[src/hw/psg_defines.svh]
// Register offsets, field positions, reset values and timing counts
// for the protection signalling block. Assumes a 10 MHz core clock.
`ifndef PSG_DEFINES_SVH
`define PSG_DEFINES_SVH

// ==========================================================
// Register byte offsets
`define PSG_A_PIN_CFG 8'h00
`define PSG_A_FUSE_CFG 8'h04
`define PSG_A_OW_CFG 8'h08
`define PSG_A_IRQ_STAT 8'h0C
`define PSG_A_IRQ_MASK 8'h10
`define PSG_A_STATE 8'h14
`define PSG_A_CELL_FLT 8'h18
`define PSG_A_CELL_PF 8'h1C

// ==========================================================
// Pin configuration fields
`define PSG_F_AFN 2:0
`define PSG_F_ADRV 4:3
`define PSG_B_AHSRC 5
`define PSG_B_AGPO 6
`define PSG_B_APU 7
`define PSG_B_APD 8
// Fault pin slices: [1:0] function, 2 high source, 3 level, 4 pullup, 5 pulldown
`define PSG_FP_BASE 9
`define PSG_FP_W 6

// ==========================================================
// Fuse configuration fields
`define PSG_B_PF_SENSE 0
`define PSG_B_BLOW_EN 1
`define PSG_B_USE_PACK 2
`define PSG_F_THR 31:16

// ==========================================================
// Interrupt status bits
`define PSG_IRQ_W 14
`define PSG_B_IR_CFLT 8
`define PSG_B_IR_DFLT 9
`define PSG_B_IR_FUSE 10
`define PSG_B_IR_PERM 11
`define PSG_B_IR_CELL 12
`define PSG_B_IR_OW 13

// ==========================================================
// Reset values and writable bits
`define PSG_RST_PIN_CFG 32'h0000_0010
`define PSG_RST_ZERO 32'h0000_0000
`define PSG_PIN_CFG_WMASK 32'h001F_FFFF
`define PSG_FUSE_CFG_WMASK 32'hFFFF_0007
`define PSG_OW_CFG_WMASK 32'h0000_FFFF

// ==========================================================
// Timing
`define PSG_CLK_HZ 10000000
`define PSG_OW_ON_MS 3
`define PSG_MS_CYC (`PSG_CLK_HZ / 1000)
`define PSG_OW_ON_CYC (`PSG_OW_ON_MS * `PSG_MS_CYC)

`endif

[src/hw/psg_pkg.sv]
// Types shared by the protection signalling block.
// Assumes nothing beyond a SystemVerilog compiler.
package psg_pkg;

  // ==========================================================
  // Function of the alarm pin
  typedef enum logic [2:0]
  {
    PSG_AF_ALARM = 3'h0,
    PSG_AF_THERM = 3'h1,
    PSG_AF_ADC = 3'h2,
    PSG_AF_GPO = 3'h3,
    PSG_AF_SWL = 3'h4
  } psg_alarm_fn_e;

  // Function of a fault indication pin
  typedef enum logic [1:0]
  {
    PSG_FF_FAULT = 2'h0,
    PSG_FF_THERM = 2'h1,
    PSG_FF_ADC = 2'h2,
    PSG_FF_GPO = 2'h3
  } psg_fault_fn_e;

  // Output stage style
  typedef enum logic [1:0]
  {
    PSG_DRV_AH = 2'h0,
    PSG_DRV_AL = 2'h1,
    PSG_DRV_OD = 2'h2
  } psg_drive_e;

  // Open-wire source scheduler
  typedef enum logic [1:0]
  {
    PSG_OW_IDLE = 2'b01,
    PSG_OW_ON = 2'b10
  } psg_ow_state_e;

endpackage

[src/hw/psg_ow_timer.sv]
// Open-wire current source scheduler.
// Assumes one core clock, a millisecond count in cycles, and an interval in ms.
`include "psg_defines.svh"

module psg_ow_timer #(
  parameter int unsigned MS_CYC = `PSG_MS_CYC,
  parameter int unsigned ON_CYC = `PSG_OW_ON_CYC
) (
  input wire logic i_core_clk, // Core clock
  input wire logic i_nrst, // Sync reset, active low
  input wire logic i_ce, // Clock enable
  input wire logic [15:0] i_interval_ms, // Period in ms, zero disables
  output logic o_src_en, // Current source on
  output logic o_done // Pulse at end of an on period
);

  psg_pkg::psg_ow_state_e state;
  psg_pkg::psg_ow_state_e next_state;
  logic [31:0] ms_cnt;
  logic [31:0] on_cnt;
  logic [15:0] ivl_cnt;
  wire ms_tick;
  wire ivl_hit;
  wire on_end;

  // ==========================================================
  // Tick and interval decode
  assign ms_tick = (ms_cnt == MS_CYC - 32'd1);
  assign ivl_hit = ms_tick && (i_interval_ms != 16'h0)
    && (({1'b0, ivl_cnt} + 17'h1) >= {1'b0, i_interval_ms});
  assign on_end = (on_cnt == ON_CYC - 32'd1);
  assign o_src_en = (state == psg_pkg::PSG_OW_ON);

  // Next state; the source stays on for one measurement time
  always_comb
  begin
    case (state)
      psg_pkg::PSG_OW_IDLE:
        next_state = ivl_hit ? psg_pkg::PSG_OW_ON : psg_pkg::PSG_OW_IDLE; // RULE_14
      psg_pkg::PSG_OW_ON:
        next_state = on_end ? psg_pkg::PSG_OW_IDLE : psg_pkg::PSG_OW_ON; // RULE_15
      default: next_state = psg_pkg::PSG_OW_IDLE;
    endcase
  end

  // Counters freeze with the clock enable
  always_ff @(posedge i_core_clk)
  begin
    if (!i_nrst)
    begin
      state <= psg_pkg::PSG_OW_IDLE;
      ms_cnt <= 32'h0;
      on_cnt <= 32'h0;
      ivl_cnt <= 16'h0;
      o_done <= 1'b0;
    end
    else if (i_ce)
    begin
      state <= next_state;
      ms_cnt <= ms_tick ? 32'h0 : ms_cnt + 32'h1;
      on_cnt <= o_src_en ? on_cnt + 32'h1 : 32'h0; // RULE_15
      if (o_src_en || ivl_hit)
        ivl_cnt <= 16'h0;
      else if (ms_tick)
        ivl_cnt <= ivl_cnt + 16'h1;
      o_done <= o_src_en && on_end;
    end
  end
endmodule

[src/hw/psg_top.sv]
// Protection signalling: alarm pin, fault pins, fuse pin, open-wire timer.
// Assumes protection logic on the same clock and a simple register port.
//
// Notes on behaviour
// RULE_01 - Alarm pin: alarm, thermistor, ADC, output, link
// RULE_02 - Alarm drive: active high, low, open drain
// RULE_03 - Single wire link forces open drain
// RULE_04 - High level from 1.8 V or user regulator
// RULE_05 - Three alarm signalling styles supported
// RULE_06 - Only masked-in flags raise the alarm
// RULE_07 - Fault pins: fault, thermistor, ADC, output
// RULE_08 - Fault pins mirror charge and discharge faults
// RULE_09 - Host may use fault pins as interrupts
// RULE_10 - Fuse pin idle high impedance and sensed
// RULE_11 - Sensed fuse high raises permanent failure
// RULE_12 - Blow fuse only above voltage threshold
// RULE_13 - Threshold may use pack voltage instead
// RULE_14 - Open-wire source runs at programmable interval
// RULE_15 - Source on one measurement time, 3 ms
// RULE_16 - Collapse flags the cell and one above
// RULE_17 - Output mode: level, weak pullup or pulldown
// RULE_18 - Alarm holds while unmasked flag set
`include "psg_defines.svh"

module psg_top #(
  parameter int NCELL = 16,
  parameter int unsigned MS_CYC = `PSG_MS_CYC,
  parameter int unsigned OW_ON_CYC = `PSG_OW_ON_CYC
) (
  input wire logic i_core_clk, // Core clock, 10 MHz
  input wire logic i_nrst, // Sync reset, active low
  input wire logic i_ce, // Clock enable
  input wire logic [7:0] i_addr, // Register byte address
  input wire logic [31:0] i_wdata, // Write data
  input wire logic i_we, // Write strobe
  input wire logic i_re, // Read strobe
  output logic [31:0] o_rdata, // Read data, cycle after strobe
  input wire logic [7:0] i_alarm_ev, // Alarm event pulses
  input wire logic i_charge_fault, // Fault that blocks the charge switch
  input wire logic i_discharge_fault, // Fault that blocks the discharge switch
  input wire logic [NCELL-1:0] i_cell_low, // Cell below fault level
  input wire logic [NCELL-1:0] i_cell_dead, // Cell below failure level
  input wire logic [15:0] i_stack_mv, // Stack voltage
  input wire logic [15:0] i_pack_mv, // Pack terminal voltage
  input wire logic i_single_wire_host_link_tx_low, // Link wants pin low
  output logic o_single_wire_host_link_rx, // Link pin level
  input wire logic i_alarm_pin_i, // Alarm pin level
  output logic o_alarm_pin_o, // Alarm pin drive value
  output logic o_alarm_pin_oe, // Alarm pin drive enable
  output logic o_alarm_use_user_regulator_one, // High from user regulator
  output logic o_alarm_pu, // Weak pullup
  output logic o_alarm_pd, // Weak pulldown
  output logic [1:0] o_alarm_ana, // {thermistor, ADC} route
  output logic o_charge_fault_out_o, // Charge fault pin value
  output logic o_charge_fault_out_oe, // Charge fault pin enable
  output logic o_charge_fault_out_user_reg, // High from user regulator
  output logic o_charge_fault_out_pu, // Weak pullup
  output logic o_charge_fault_out_pd, // Weak pulldown
  output logic [1:0] o_charge_fault_out_ana, // {thermistor, ADC} route
  output logic o_discharge_fault_out_o, // Discharge fault pin value
  output logic o_discharge_fault_out_oe, // Discharge fault pin enable
  output logic o_discharge_fault_out_user_reg, // High from user regulator
  output logic o_discharge_fault_out_pu, // Weak pullup
  output logic o_discharge_fault_out_pd, // Weak pulldown
  output logic [1:0] o_discharge_fault_out_ana, // {thermistor, ADC} route
  input wire logic i_fuse_pin_i, // Fuse pin level
  output logic o_fuse_pin_o, // Fuse pin drive value
  output logic o_fuse_pin_oe, // Fuse pin drive enable
  output logic o_permanent_failure, // Sticky permanent failure
  output logic o_ow_src_en, // Open-wire current sources on
  output logic [NCELL-1:0] o_cell_fault, // Per-cell open-wire fault
  output logic o_irq // Level interrupt
);

  // ==========================================================
  // Registers and state
  logic [31:0] pin_cfg;
  logic [31:0] fuse_cfg;
  logic [31:0] ow_cfg;
  logic [`PSG_IRQ_W-1:0] irq_stat;
  logic [`PSG_IRQ_W-1:0] irq_mask;
  logic [NCELL-1:0] cell_pf;
  logic [1:0] pin_s1;
  logic [1:0] pin_s2;
  logic [1:0] pin_s3;
  logic [1:0] pin_lvl;
  logic perm_fail;
  logic fuse_drv;
  logic [1:0] flt_q;
  logic cell_any_q;
  logic fuse_seen_q;
  logic [1:0] flt_pin_o;
  logic [1:0] flt_pin_oe;
  wire ow_done;

  // ==========================================================
  // Decode
  wire psg_pkg::psg_alarm_fn_e afn = psg_pkg::psg_alarm_fn_e'(pin_cfg[`PSG_F_AFN]);
  wire psg_pkg::psg_drive_e adrv = psg_pkg::psg_drive_e'(pin_cfg[`PSG_F_ADRV]);
  wire wr_pin = i_we && (i_addr == `PSG_A_PIN_CFG);
  wire wr_fuse = i_we && (i_addr == `PSG_A_FUSE_CFG);
  wire wr_ow = i_we && (i_addr == `PSG_A_OW_CFG);
  wire wr_stat = i_we && (i_addr == `PSG_A_IRQ_STAT);
  wire wr_mask = i_we && (i_addr == `PSG_A_IRQ_MASK);
  wire [1:0] flt_in = {i_discharge_fault, i_charge_fault};
  wire alarm_act = |(irq_stat & irq_mask); // RULE_06
  wire fuse_seen = pin_lvl[0] && !fuse_drv; // RULE_10
  wire [15:0] qual_mv = fuse_cfg[`PSG_B_USE_PACK] ? i_pack_mv : i_stack_mv; // RULE_13
  wire volt_ok = qual_mv > fuse_cfg[`PSG_F_THR]; // RULE_12
  wire cell_any = |o_cell_fault;

  // Permanent failure sources: sensed fuse or a dead cell
  wire next_perm_fail = perm_fail || |i_cell_dead
    || (fuse_cfg[`PSG_B_PF_SENSE] && fuse_seen); // RULE_11

  // Events into the sticky status; a set in the clear cycle wins
  wire [`PSG_IRQ_W-1:0] irq_set = {ow_done, cell_any && !cell_any_q,
    !perm_fail && next_perm_fail, fuse_seen && !fuse_seen_q,
    flt_in & ~flt_q, i_alarm_ev};
  wire [`PSG_IRQ_W-1:0] irq_clr = wr_stat ? i_wdata[`PSG_IRQ_W-1:0] : '0;
  wire [`PSG_IRQ_W-1:0] next_irq_stat = (irq_stat & ~irq_clr) | irq_set;

  // Alarm pin drive {oe, o}; the link always runs open drain
  wire [1:0] alarm_drv =
    (adrv == psg_pkg::PSG_DRV_AH) ? {1'b1, alarm_act} : // RULE_05
    (adrv == psg_pkg::PSG_DRV_AL) ? {1'b1, !alarm_act} : // RULE_05
    {alarm_act, 1'b0}; // RULE_05
  wire alarm_lvl = pin_cfg[`PSG_B_AGPO];
  wire [1:0] gpo_drv = (adrv == psg_pkg::PSG_DRV_AH || adrv == psg_pkg::PSG_DRV_AL) ?
    {1'b1, alarm_lvl} : {!alarm_lvl, 1'b0}; // RULE_02
  wire [1:0] next_alarm =
    (afn == psg_pkg::PSG_AF_ALARM) ? alarm_drv : // RULE_01
    (afn == psg_pkg::PSG_AF_GPO) ? gpo_drv : // RULE_17
    (afn == psg_pkg::PSG_AF_SWL) ? {i_single_wire_host_link_tx_low, 1'b0} : // RULE_03
    2'b00;

  // ==========================================================
  // Pin options from configuration, plus interrupt, fuse, failure and fault pin outputs
  assign o_alarm_use_user_regulator_one = pin_cfg[`PSG_B_AHSRC]; // RULE_04
  assign o_alarm_pu = (afn == psg_pkg::PSG_AF_GPO) && pin_cfg[`PSG_B_APU]; // RULE_17
  assign o_alarm_pd = (afn == psg_pkg::PSG_AF_GPO) && pin_cfg[`PSG_B_APD]; // RULE_17
  assign o_alarm_ana = {afn == psg_pkg::PSG_AF_THERM, afn == psg_pkg::PSG_AF_ADC}; // RULE_01
  assign o_irq = alarm_act; // RULE_18
  assign o_fuse_pin_o = fuse_drv;
  assign o_fuse_pin_oe = fuse_drv; // RULE_10
  assign o_permanent_failure = perm_fail;
  assign o_charge_fault_out_o = flt_pin_o[0];
  assign o_charge_fault_out_oe = flt_pin_oe[0];
  assign o_discharge_fault_out_o = flt_pin_o[1];
  assign o_discharge_fault_out_oe = flt_pin_oe[1];

  // ==========================================================
  // Fault pins, one slice per channel
  for (genvar ch = 0; ch < 2; ch++)
  begin : g_flt
    wire [`PSG_FP_W-1:0] fc = pin_cfg[`PSG_FP_BASE + ch * `PSG_FP_W +: `PSG_FP_W];
    wire psg_pkg::psg_fault_fn_e fn = psg_pkg::psg_fault_fn_e'(fc[1:0]);
    wire [1:0] next_drv =
      (fn == psg_pkg::PSG_FF_FAULT) ? {1'b1, flt_in[ch]} : // RULE_08
      (fn == psg_pkg::PSG_FF_GPO) ? {1'b1, fc[3]} : // RULE_17
      2'b00; // RULE_07
    wire [1:0] ana = {fn == psg_pkg::PSG_FF_THERM, fn == psg_pkg::PSG_FF_ADC}; // RULE_07
    wire pu = (fn == psg_pkg::PSG_FF_GPO) && fc[4];
    wire pd = (fn == psg_pkg::PSG_FF_GPO) && fc[5];
    if (ch == 0)
    begin : g_c
      assign o_charge_fault_out_user_reg = fc[2]; // RULE_04
      assign o_charge_fault_out_ana = ana;
      assign o_charge_fault_out_pu = pu;
      assign o_charge_fault_out_pd = pd;
    end
    else
    begin : g_d
      assign o_discharge_fault_out_user_reg = fc[2]; // RULE_04
      assign o_discharge_fault_out_ana = ana;
      assign o_discharge_fault_out_pu = pu;
      assign o_discharge_fault_out_pd = pd;
    end
    // Registered so the pin never glitches on decode
    always_ff @(posedge i_core_clk)
    begin
      if (!i_nrst)
      begin
        flt_pin_o[ch] <= 1'b0;
        flt_pin_oe[ch] <= 1'b0;
      end
      else if (i_ce)
      begin
        flt_pin_o[ch] <= next_drv[0];
        flt_pin_oe[ch] <= next_drv[1];
      end
    end
  end

  // ==========================================================
  // Pin synchronisers: bit 0 fuse, bit 1 alarm/link
  for (genvar p = 0; p < 2; p++)
  begin : g_sync
    wire raw = (p == 0) ? i_fuse_pin_i : i_alarm_pin_i;
    // A change counts only once the second and third stages agree
    always_ff @(posedge i_core_clk)
    begin
      if (!i_nrst)
      begin
        pin_s1[p] <= (p == 1); // Alarm line idles high on its pull-up
        pin_s2[p] <= (p == 1);
        pin_s3[p] <= (p == 1);
        pin_lvl[p] <= (p == 1);
      end
      else if (i_ce)
      begin
        pin_s1[p] <= raw;
        pin_s2[p] <= pin_s1[p];
        pin_s3[p] <= pin_s2[p];
        if (pin_s2[p] == pin_s3[p])
          pin_lvl[p] <= pin_s3[p];
      end
    end
  end

  // ==========================================================
  // Per-cell collapse flags land on the cell and the one above
  for (genvar c = 0; c < NCELL; c++)
  begin : g_cell
    wire below_low = (c == 0) ? 1'b0 : i_cell_low[(c == 0) ? 0 : c - 1];
    wire below_dead = (c == 0) ? 1'b0 : i_cell_dead[(c == 0) ? 0 : c - 1];
    always_ff @(posedge i_core_clk)
    begin
      if (!i_nrst)
      begin
        o_cell_fault[c] <= 1'b0;
        cell_pf[c] <= 1'b0;
      end
      else if (i_ce)
      begin
        o_cell_fault[c] <= i_cell_low[c] || below_low; // RULE_16
        cell_pf[c] <= cell_pf[c] || i_cell_dead[c] || below_dead; // RULE_16
      end
    end
  end

  // ==========================================================
  // Open-wire scheduler
  psg_ow_timer #(
    .MS_CYC(MS_CYC),
    .ON_CYC(OW_ON_CYC)
  ) u_ow (
    .i_core_clk(i_core_clk),
    .i_nrst(i_nrst),
    .i_ce(i_ce),
    .i_interval_ms(ow_cfg[15:0]), // RULE_14
    .o_src_en(o_ow_src_en),
    .o_done(ow_done)
  );

  // ==========================================================
  // Configuration registers
  always_ff @(posedge i_core_clk)
  begin
    if (!i_nrst)
    begin
      pin_cfg <= `PSG_RST_PIN_CFG;
      fuse_cfg <= `PSG_RST_ZERO;
      ow_cfg <= `PSG_RST_ZERO;
      irq_mask <= '0;
    end
    else if (i_ce)
    begin
      if (wr_pin)
        pin_cfg <= i_wdata & `PSG_PIN_CFG_WMASK;
      if (wr_fuse)
        fuse_cfg <= i_wdata & `PSG_FUSE_CFG_WMASK;
      if (wr_ow)
        ow_cfg <= i_wdata & `PSG_OW_CFG_WMASK;
      if (wr_mask)
        irq_mask <= i_wdata[`PSG_IRQ_W-1:0]; // RULE_06
    end
  end

  // Status, failure latch, fuse drive and alarm pin
  // Fuse drive latches: once blowing starts, a sagging stack must not stop it
  always_ff @(posedge i_core_clk)
  begin
    if (!i_nrst)
    begin
      irq_stat <= '0;
      perm_fail <= 1'b0;
      fuse_drv <= 1'b0;
      fuse_seen_q <= 1'b0;
      flt_q <= 2'b00;
      cell_any_q <= 1'b0;
      o_alarm_pin_o <= 1'b0;
      o_alarm_pin_oe <= 1'b0;
      o_single_wire_host_link_rx <= 1'b1;
    end
    else if (i_ce)
    begin
      irq_stat <= next_irq_stat; // RULE_18
      perm_fail <= next_perm_fail; // RULE_11
      fuse_drv <= fuse_drv || (fuse_cfg[`PSG_B_BLOW_EN] && perm_fail && volt_ok); // RULE_12
      fuse_seen_q <= fuse_seen;
      flt_q <= flt_in;
      cell_any_q <= cell_any;
      o_alarm_pin_o <= next_alarm[0];
      o_alarm_pin_oe <= next_alarm[1]; // RULE_02
      o_single_wire_host_link_rx <= (afn == psg_pkg::PSG_AF_SWL) ? pin_lvl[1] : 1'b1;
    end
  end

  // ==========================================================
  // Read port: data only in the cycle after the strobe
  wire [31:0] state_word = {24'h0, cell_pf != '0, flt_in, alarm_act, o_ow_src_en,
    fuse_drv, pin_lvl[0], perm_fail};
  wire [31:0] rd_mux =
    (i_addr == `PSG_A_PIN_CFG) ? pin_cfg :
    (i_addr == `PSG_A_FUSE_CFG) ? fuse_cfg :
    (i_addr == `PSG_A_OW_CFG) ? ow_cfg :
    (i_addr == `PSG_A_IRQ_STAT) ? {{(32-`PSG_IRQ_W){1'b0}}, irq_stat} :
    (i_addr == `PSG_A_IRQ_MASK) ? {{(32-`PSG_IRQ_W){1'b0}}, irq_mask} :
    (i_addr == `PSG_A_STATE) ? state_word :
    (i_addr == `PSG_A_CELL_FLT) ? {{(32-NCELL){1'b0}}, o_cell_fault} :
    (i_addr == `PSG_A_CELL_PF) ? {{(32-NCELL){1'b0}}, cell_pf} :
    32'h0;

  always_ff @(posedge i_core_clk)
  begin
    if (!i_nrst)
      o_rdata <= 32'h0;
    else if (i_ce)
      o_rdata <= i_re ? rd_mux : 32'h0;
  end
endmodule

[config.mk]
export PLATFORM = sky130hd
export DESIGN_NAME = psg_top
export DESIGN_NICKNAME = d
export VERILOG_FILES = /design/src/hw/psg_pkg.sv /design/src/hw/psg_ow_timer.sv /design/src/hw/psg_top.sv
export VERILOG_INCLUDE_DIRS = /design/src /design/src/hw
export SDC_FILE = /design/constraint.sdc
export NUM_CORES = 1
export LEC_CHECK = 0
export BUFFER_PORTS_ARGS = -buffer_cell sky130_fd_sc_hd__buf_2
export CAP_MARGIN = 20
export CORE_ASPECT_RATIO = 0.6
export CORE_MARGIN = 5
export CORE_UTILIZATION = 50
export DETAILED_ROUTE_END_ITERATION = 12
export GPL_ROUTABILITY_DRIVEN = 0
export HOLD_SLACK_MARGIN = 0.12
export PLACE_DENSITY_LB_ADDON = 0.15
export SYNTH_ARGS = -nofsm -noshare
export SYNTH_HDL_FRONTEND = slang
export SYNTH_SLANG_ARGS = --single-unit
[constraint.sdc]
create_clock -name i_core_clk -period 3.61 [get_ports i_core_clk]
set_input_delay 0.361 -clock i_core_clk [delete_from_list [all_inputs] [get_ports i_core_clk]]
set_output_delay 0.361 -clock i_core_clk [all_outputs]
set_load 0.05 [all_outputs]
# Yosys cells after proc, flatten, opt, wreduce, memory -nomap -nowiden

Index checks and enable logic that the tools add are counted.

Add/sub/neg operators: 4
Order comparisons: 2
Eq/ne operators: 24
Multiplexer cells: 29
Bitwise operators: 6
Reductions and logical operators: 96

Operator list:

| kind                                                   | number |
|---|---|
| 2-to-1 mux 32 bit                                      | 5 |
| 2-to-1 mux 16 bit                                      | 9 |
| adder 32 x 1 -> 32 bit (second input constant)         | 2 |
| logical OR 1 bit                                       | 51 |
| equality test 32 x 14 -> 1 bit (second input constant) | 1 |
| equality test 32 x 15 -> 1 bit (second input constant) | 1 |
| equality test 8 x 5 -> 1 bit (second input constant)   | 4 |
| nonzero test 16 bit                                    | 2 |
| OR reduction 16 bit                                    | 2 |
| bitwise AND 14 bit                                     | 2 |
| 2-to-1 mux 2 bit                                       | 12 |
| logical AND 1 bit                                      | 21 |
| adder 16 x 1 -> 17 bit (second input constant)         | 1 |
| greater-or-equal comparator 17 x 16 -> 1 bit           | 1 |
| adder 16 x 1 -> 16 bit (second input constant)         | 1 |
| equality test 8 x 4 -> 1 bit (second input constant)   | 2 |
| > comparator 16 bit                                    | 1 |
| 2-to-1 mux 14 bit                                      | 1 |
| NOT 14 bit                                             | 1 |
| OR 14 bit                                              | 1 |
| AND reduction 2 bit                                    | 7 |
| OR reduction 14 bit                                    | 1 |
| equality test 2 bit (second input constant)            | 5 |
| equality test 2 x 1 -> 1 bit (second input constant)   | 4 |
| 14 further kinds                                       | 23 |

Bits in registers: 252
Input port bits: 122
Output and inout bits: 75
Word-level logic and storage cells: 224

# Depth between registers and ports, before layout

Word-level depth: 10
Gate-level depth with buffers: 14
Gate-level depth less buffers: 12

# Hierarchy

Synthesis repeated with hierarchy kept, for this count alone.

Cells, all modules: 1524
Area total of the unflattened synthesis: 12540.8 um^2

Modules (own cells, without submodules):

| module       | times used | cells an instance | area an instance (um^2) | seq. area each (um^2) |
|---|---|---|---|---|
| psg_top      | 1          | 980               | 8018.9                  | 3383.2 |
| psg_ow_timer | 1          | 544               | 4521.8                  | 1661.6 |

# Least setup slack after synthesis

Ideal clock, no wire load.

Path kind: reg2reg
Start point: reg u_ow.ivl_cnt[0]
End point: reg u_ow.ivl_cnt[3]
Setup time: 0.117 ns
Arrival: 3.121 ns
Data required time: 3.493 ns
Setup slack: 0.371 ns
Cell stages (with the launch flop): 14
Path buffers: 1
Period minus slack after synthesis: 3.239 ns
Path through: dfxtp_1 ha_1 and3_1 clkbuf_1 and3_1 nand4_1 xnor2_1 ha_1 nand2_1 o41a_1 a41oi_1 o211ai_1 a211o_1 a32o_1

Word-level cells in the longest chain between the ends: 6
Elaborated cells on any way between the ends: 9
Classes of those cells: add/sub: 2; order compare: 1; mux: 2; reduce/logical: 4

RTL lines:

| item                                         | line               | RTL |
|---|---|---|
| start, declared                              | psg_ow_timer.sv:21 | `logic [15:0] ivl_cnt;` |
| start signal, assigned                       | psg_ow_timer.sv:65 | `ivl_cnt <= ivl_cnt + 16'h1;` |
| adder 16 x 1 -> 17 bit                       | psg_ow_timer.sv:30 | `&& (({1'b0, ivl_cnt} + 17'h1) >= {1'b0, i_interval_ms});` |
| greater-or-equal comparator 17 x 16 -> 1 bit | psg_ow_timer.sv:30 |  |
| logical AND 1 bit                            | psg_ow_timer.sv:30 |  |
| logical OR 1 bit                             | psg_ow_timer.sv:62 | `if (o_src_en \|\| ivl_hit)` |
| nonzero test 2 bit (no line)                 | -                  |  |
| AND reduction 2 bit (no line)                | -                  |  |

Several ways; a longest one is shown, not always the timed one. The select of a mux whose other input is x is not followed.
A chain may end at the register's enable or synchronous reset.

# Worst setup path after layout

Start point: reg u_ow.ivl_cnt[0]
End point: reg u_ow.ivl_cnt[2]

The elaborated chain is that of the path after synthesis.

==> qor.yml <==
final-hold-violation-count: 0
area_growth_pct: 21.3
globalRouteTotalUtil: 0.266
highest_clock_rate_ghz: 0.287
syn_inst: 1484
report.final.slew_viol_count: 0
synth_fp_nets: 1651
portbufs: 196
synth_area_per_cell_um2: 8.33
outcome: "completed"
final_common_cell: "sky130_fd_sc_hd__dfxtp_1"
vias_per_cell: 5.81
drt_pre_antenna_iters: 6
detail-route-antenna-nets: 0
yosysSeqAreaShare: 0.408
clk_latency_ps: 530
finalWirelength_mm: 39.2
leakagePower_nw: 5.82
rows: 44
dr.first_iter.drc_count: 1178
die_width_um: 213
synthArstFlopShare: 0
grt-ovfl-total: 0
die_area_mm2: 0.0281
floorplan.initialDensity: 0.509
post-route-util: 0.618
cts_buffers: 25
ys.flop_type: "sky130_fd_sc_hd__dfxtp_1"
flip_flop_and_latch_count_after_synthesis: 252
setup_violations: 0
period_needed_ps: 3490
hpwlAfterDp_mm: 28.5
clk_transition_reported_paths_ps: 70
timing.max_slew.rel_slack: 0.302
synthesis.area_mm2: 0.0124
pin_count_of_the_biggest_net_entering_global_routing: 138
period_share: 0.966
pin_count: 197
totalNegativeSetupSlack_ps: 0
cts-root-buf: "sky130_fd_sc_hd__clkbuf_16"
worst-endpoint-arrival_ps: 3900
die_height_um: 132
clock_path_buffers: 3
most_used_cells_in_the_layout_excluding_fill_and_tap_cells: "251 x sky130_fd_sc_hd__dfxtp_1, 195 x sky130_fd_sc_hd__buf_2, 184 x sky130_fd_sc_hd__nand2_1"
grt_antenna_before_repair: 2
drc_errors: 0
worst-setup-path-type: "reg2reg"
final_nets: 1869
post_route_cells_drive_above_1_share: 0.180
max_cap_viol_count: 0
vias: 11900
critical_path_required_ps: 4020
crit_path_start_kind: "flop"
tritoncts: "done"
post-synth-top-area-fraction: 0.408
wl_per_cell_um: 19.2
synth_area_leaders: "sky130_fd_sc_hd__dfxtp_1 41%, sky130_fd_sc_hd__nand2_1 5.6%, sky130_fd_sc_hd__a21oi_1 5.4%"
ir_drop_v: 0.000330
top_fanout_value_on_the_critical_path: 6
core-area_mm2: 0.0243
count_of_distinct_cell_types_in_the_synthesized_netlist: 70
worst_slew_pin_slew_ps: 1050
grt_pass1_wl_mm: 60.6
end_kind: "flop"
worstHoldPathType: "in2reg"
power_per_cell_area_mw_per_mm2: 411
grt_setup_unrepaired: "no"
synth_top_area_cell: "sky130_fd_sc_hd__dfxtp_1"
number_of_synthesized_flops_with_an_enable_pin: 0
clock_sink_count: 252
h-tree-depth: 1
synthesis.yosys.warnings: 0
timing.clock.skew_ps: 19.7
number_of_global_route_vias_before_repair: 10700
[through the flow]
stage	cells	power, mW	hold slack (ps)	instance area (um2)	worst slack, ps
after floorplan	1484	3.19	426	12400	371
after global placement	1949	3.39	439	13600	183
after detailed placement	1949	3.39	449	13600	73.0
after CTS	2040	6.18	121	15000	47.2
after global routing	2044	6.36	128	15000	6.71
final	2044	6.16	140	15000	123
[flip-flops by register name, indices dropped and copies added (netlist names), 14 cells and up]
register,flops
pin_cfg,21
ow_cfg,16
fuse_cfg,19
o_rdata,32
u_ow.on_cnt,32
irq_stat,14
o_cell_fault,16
u_ow.ivl_cnt,16
cell_pf,16
u_ow.ms_cnt,32
irq_mask,14
[power by group]
part	internal (mW)	switching (mW)	total, mW
logic	0.188	0.313	0.501
clock network	1.65	1.13	2.77
registers	2.83	0.0527	2.88
total	4.67	1.49	6.16
[worst paths after layout]
kind,from,end,slack (ps),depth (start not counted)
hold / removal,i_cell_low[10],o_cell_fault[10],140,3
setup / recovery,u_ow.ivl_cnt[0],u_ow.ivl_cnt[2],120,15
hold reg to reg,cell_pf[7],cell_pf[7],460,2
setup reg to reg,u_ow.ivl_cnt[0],u_ow.ivl_cnt[2],120,15
[Yosys cell counts, types with 4 or more instances]
master / number
sky130_fd_sc_hd__buf_1: 9
sky130_fd_sc_hd__a222oi_1: 4
sky130_fd_sc_hd__inv_1: 72
sky130_fd_sc_hd__nand4_1: 31
sky130_fd_sc_hd__and4_1: 12
sky130_fd_sc_hd__nor2b_1: 8
sky130_fd_sc_hd__and2_1: 15
sky130_fd_sc_hd__and3_1: 20
sky130_fd_sc_hd__nor4_1: 29
sky130_fd_sc_hd__buf_2: 15
sky130_fd_sc_hd__a22oi_1: 38
sky130_fd_sc_hd__a21oi_1: 133
sky130_fd_sc_hd__xnor2_1: 34
sky130_fd_sc_hd__nor4b_1: 5
sky130_fd_sc_hd__a31oi_1: 12
sky130_fd_sc_hd__o2bb2ai_1: 6
sky130_fd_sc_hd__o21a_1: 6
sky130_fd_sc_hd__ha_1: 45
sky130_fd_sc_hd__nand3_1: 43
sky130_fd_sc_hd__a211oi_1: 5
sky130_fd_sc_hd__or3_1: 14
sky130_fd_sc_hd__mux4_2: 6
sky130_fd_sc_hd__a32oi_1: 4
sky130_fd_sc_hd__a22o_1: 9
sky130_fd_sc_hd__nand2_1: 184
sky130_fd_sc_hd__nand3b_1: 4
sky130_fd_sc_hd__clkbuf_1: 49
sky130_fd_sc_hd__mux2_2: 16
sky130_fd_sc_hd__xor2_1: 30
sky130_fd_sc_hd__dfxtp_1: 252
sky130_fd_sc_hd__mux2i_1: 39
sky130_fd_sc_hd__o22ai_1: 5
sky130_fd_sc_hd__nor2_1: 172
sky130_fd_sc_hd__nand4b_1: 4
sky130_fd_sc_hd__a221oi_1: 5
sky130_fd_sc_hd__a32o_1: 10
sky130_fd_sc_hd__o21ai_0: 74
sky130_fd_sc_hd__nor3_1: 11
sky130_fd_sc_hd__a21o_1: 4
[logic make-up after synthesis]
group | Yosys count | share of synthesized area
fa+ha+maj | 45 | 0.0455
compound gates | 338 | 0.169
mux | 61 | 0.0571
simple gates | 574 | 0.225
buf+inv | 150 | 0.0495
flops | 252 | 0.408
xor+xnor | 64 | 0.0453
[layout make-up]
class,instances,area (um2)
multi-input combinational,1082,6740
fill,2125,9280
sequential,252,5050
timing repair buffer,269,1660
inverter,72,273
tap,322,403
clock buffer,35,743
clock inverter,10,131
antenna,2,5.00
[timing repair]
action                     in CTS  in global routing
gates resized for setup         0                 10
hold endpoints to repair       49                  0
setup buffers                   0                  2
hold buffers                   46                  0
setup endpoints to repair       0                 16
[routing by layer]
layer,routed length (um),vias to the layer above,global-route usage
li1,-,5712,-
met4,1220,0,0.0703
met1,18200,5562,0.408
met5,0,-,0
met3,3570,84,0.0566
met2,16200,518,0.375
[critical path: stages, from the launching register on]
cell and delay (ps):
sky130_fd_sc_hd__dfxtp_1 340, sky130_fd_sc_hd__buf_4 140, sky130_fd_sc_hd__and4_1 230, sky130_fd_sc_hd__and4_1 240, sky130_fd_sc_hd__and3_4 200, sky130_fd_sc_hd__nand3_1 110, sky130_fd_sc_hd__xnor2_1 190, sky130_fd_sc_hd__ha_1 310
sky130_fd_sc_hd__nand2_1 80, sky130_fd_sc_hd__o41a_1 430, sky130_fd_sc_hd__a41oi_2 180, sky130_fd_sc_hd__o211ai_1 290, sky130_fd_sc_hd__buf_4 240, sky130_fd_sc_hd__buf_4 140, sky130_fd_sc_hd__a31oi_1 150, sky130_fd_sc_hd__mux2i_1 90
No activity file was read; power rests on OpenSTA's default activity.
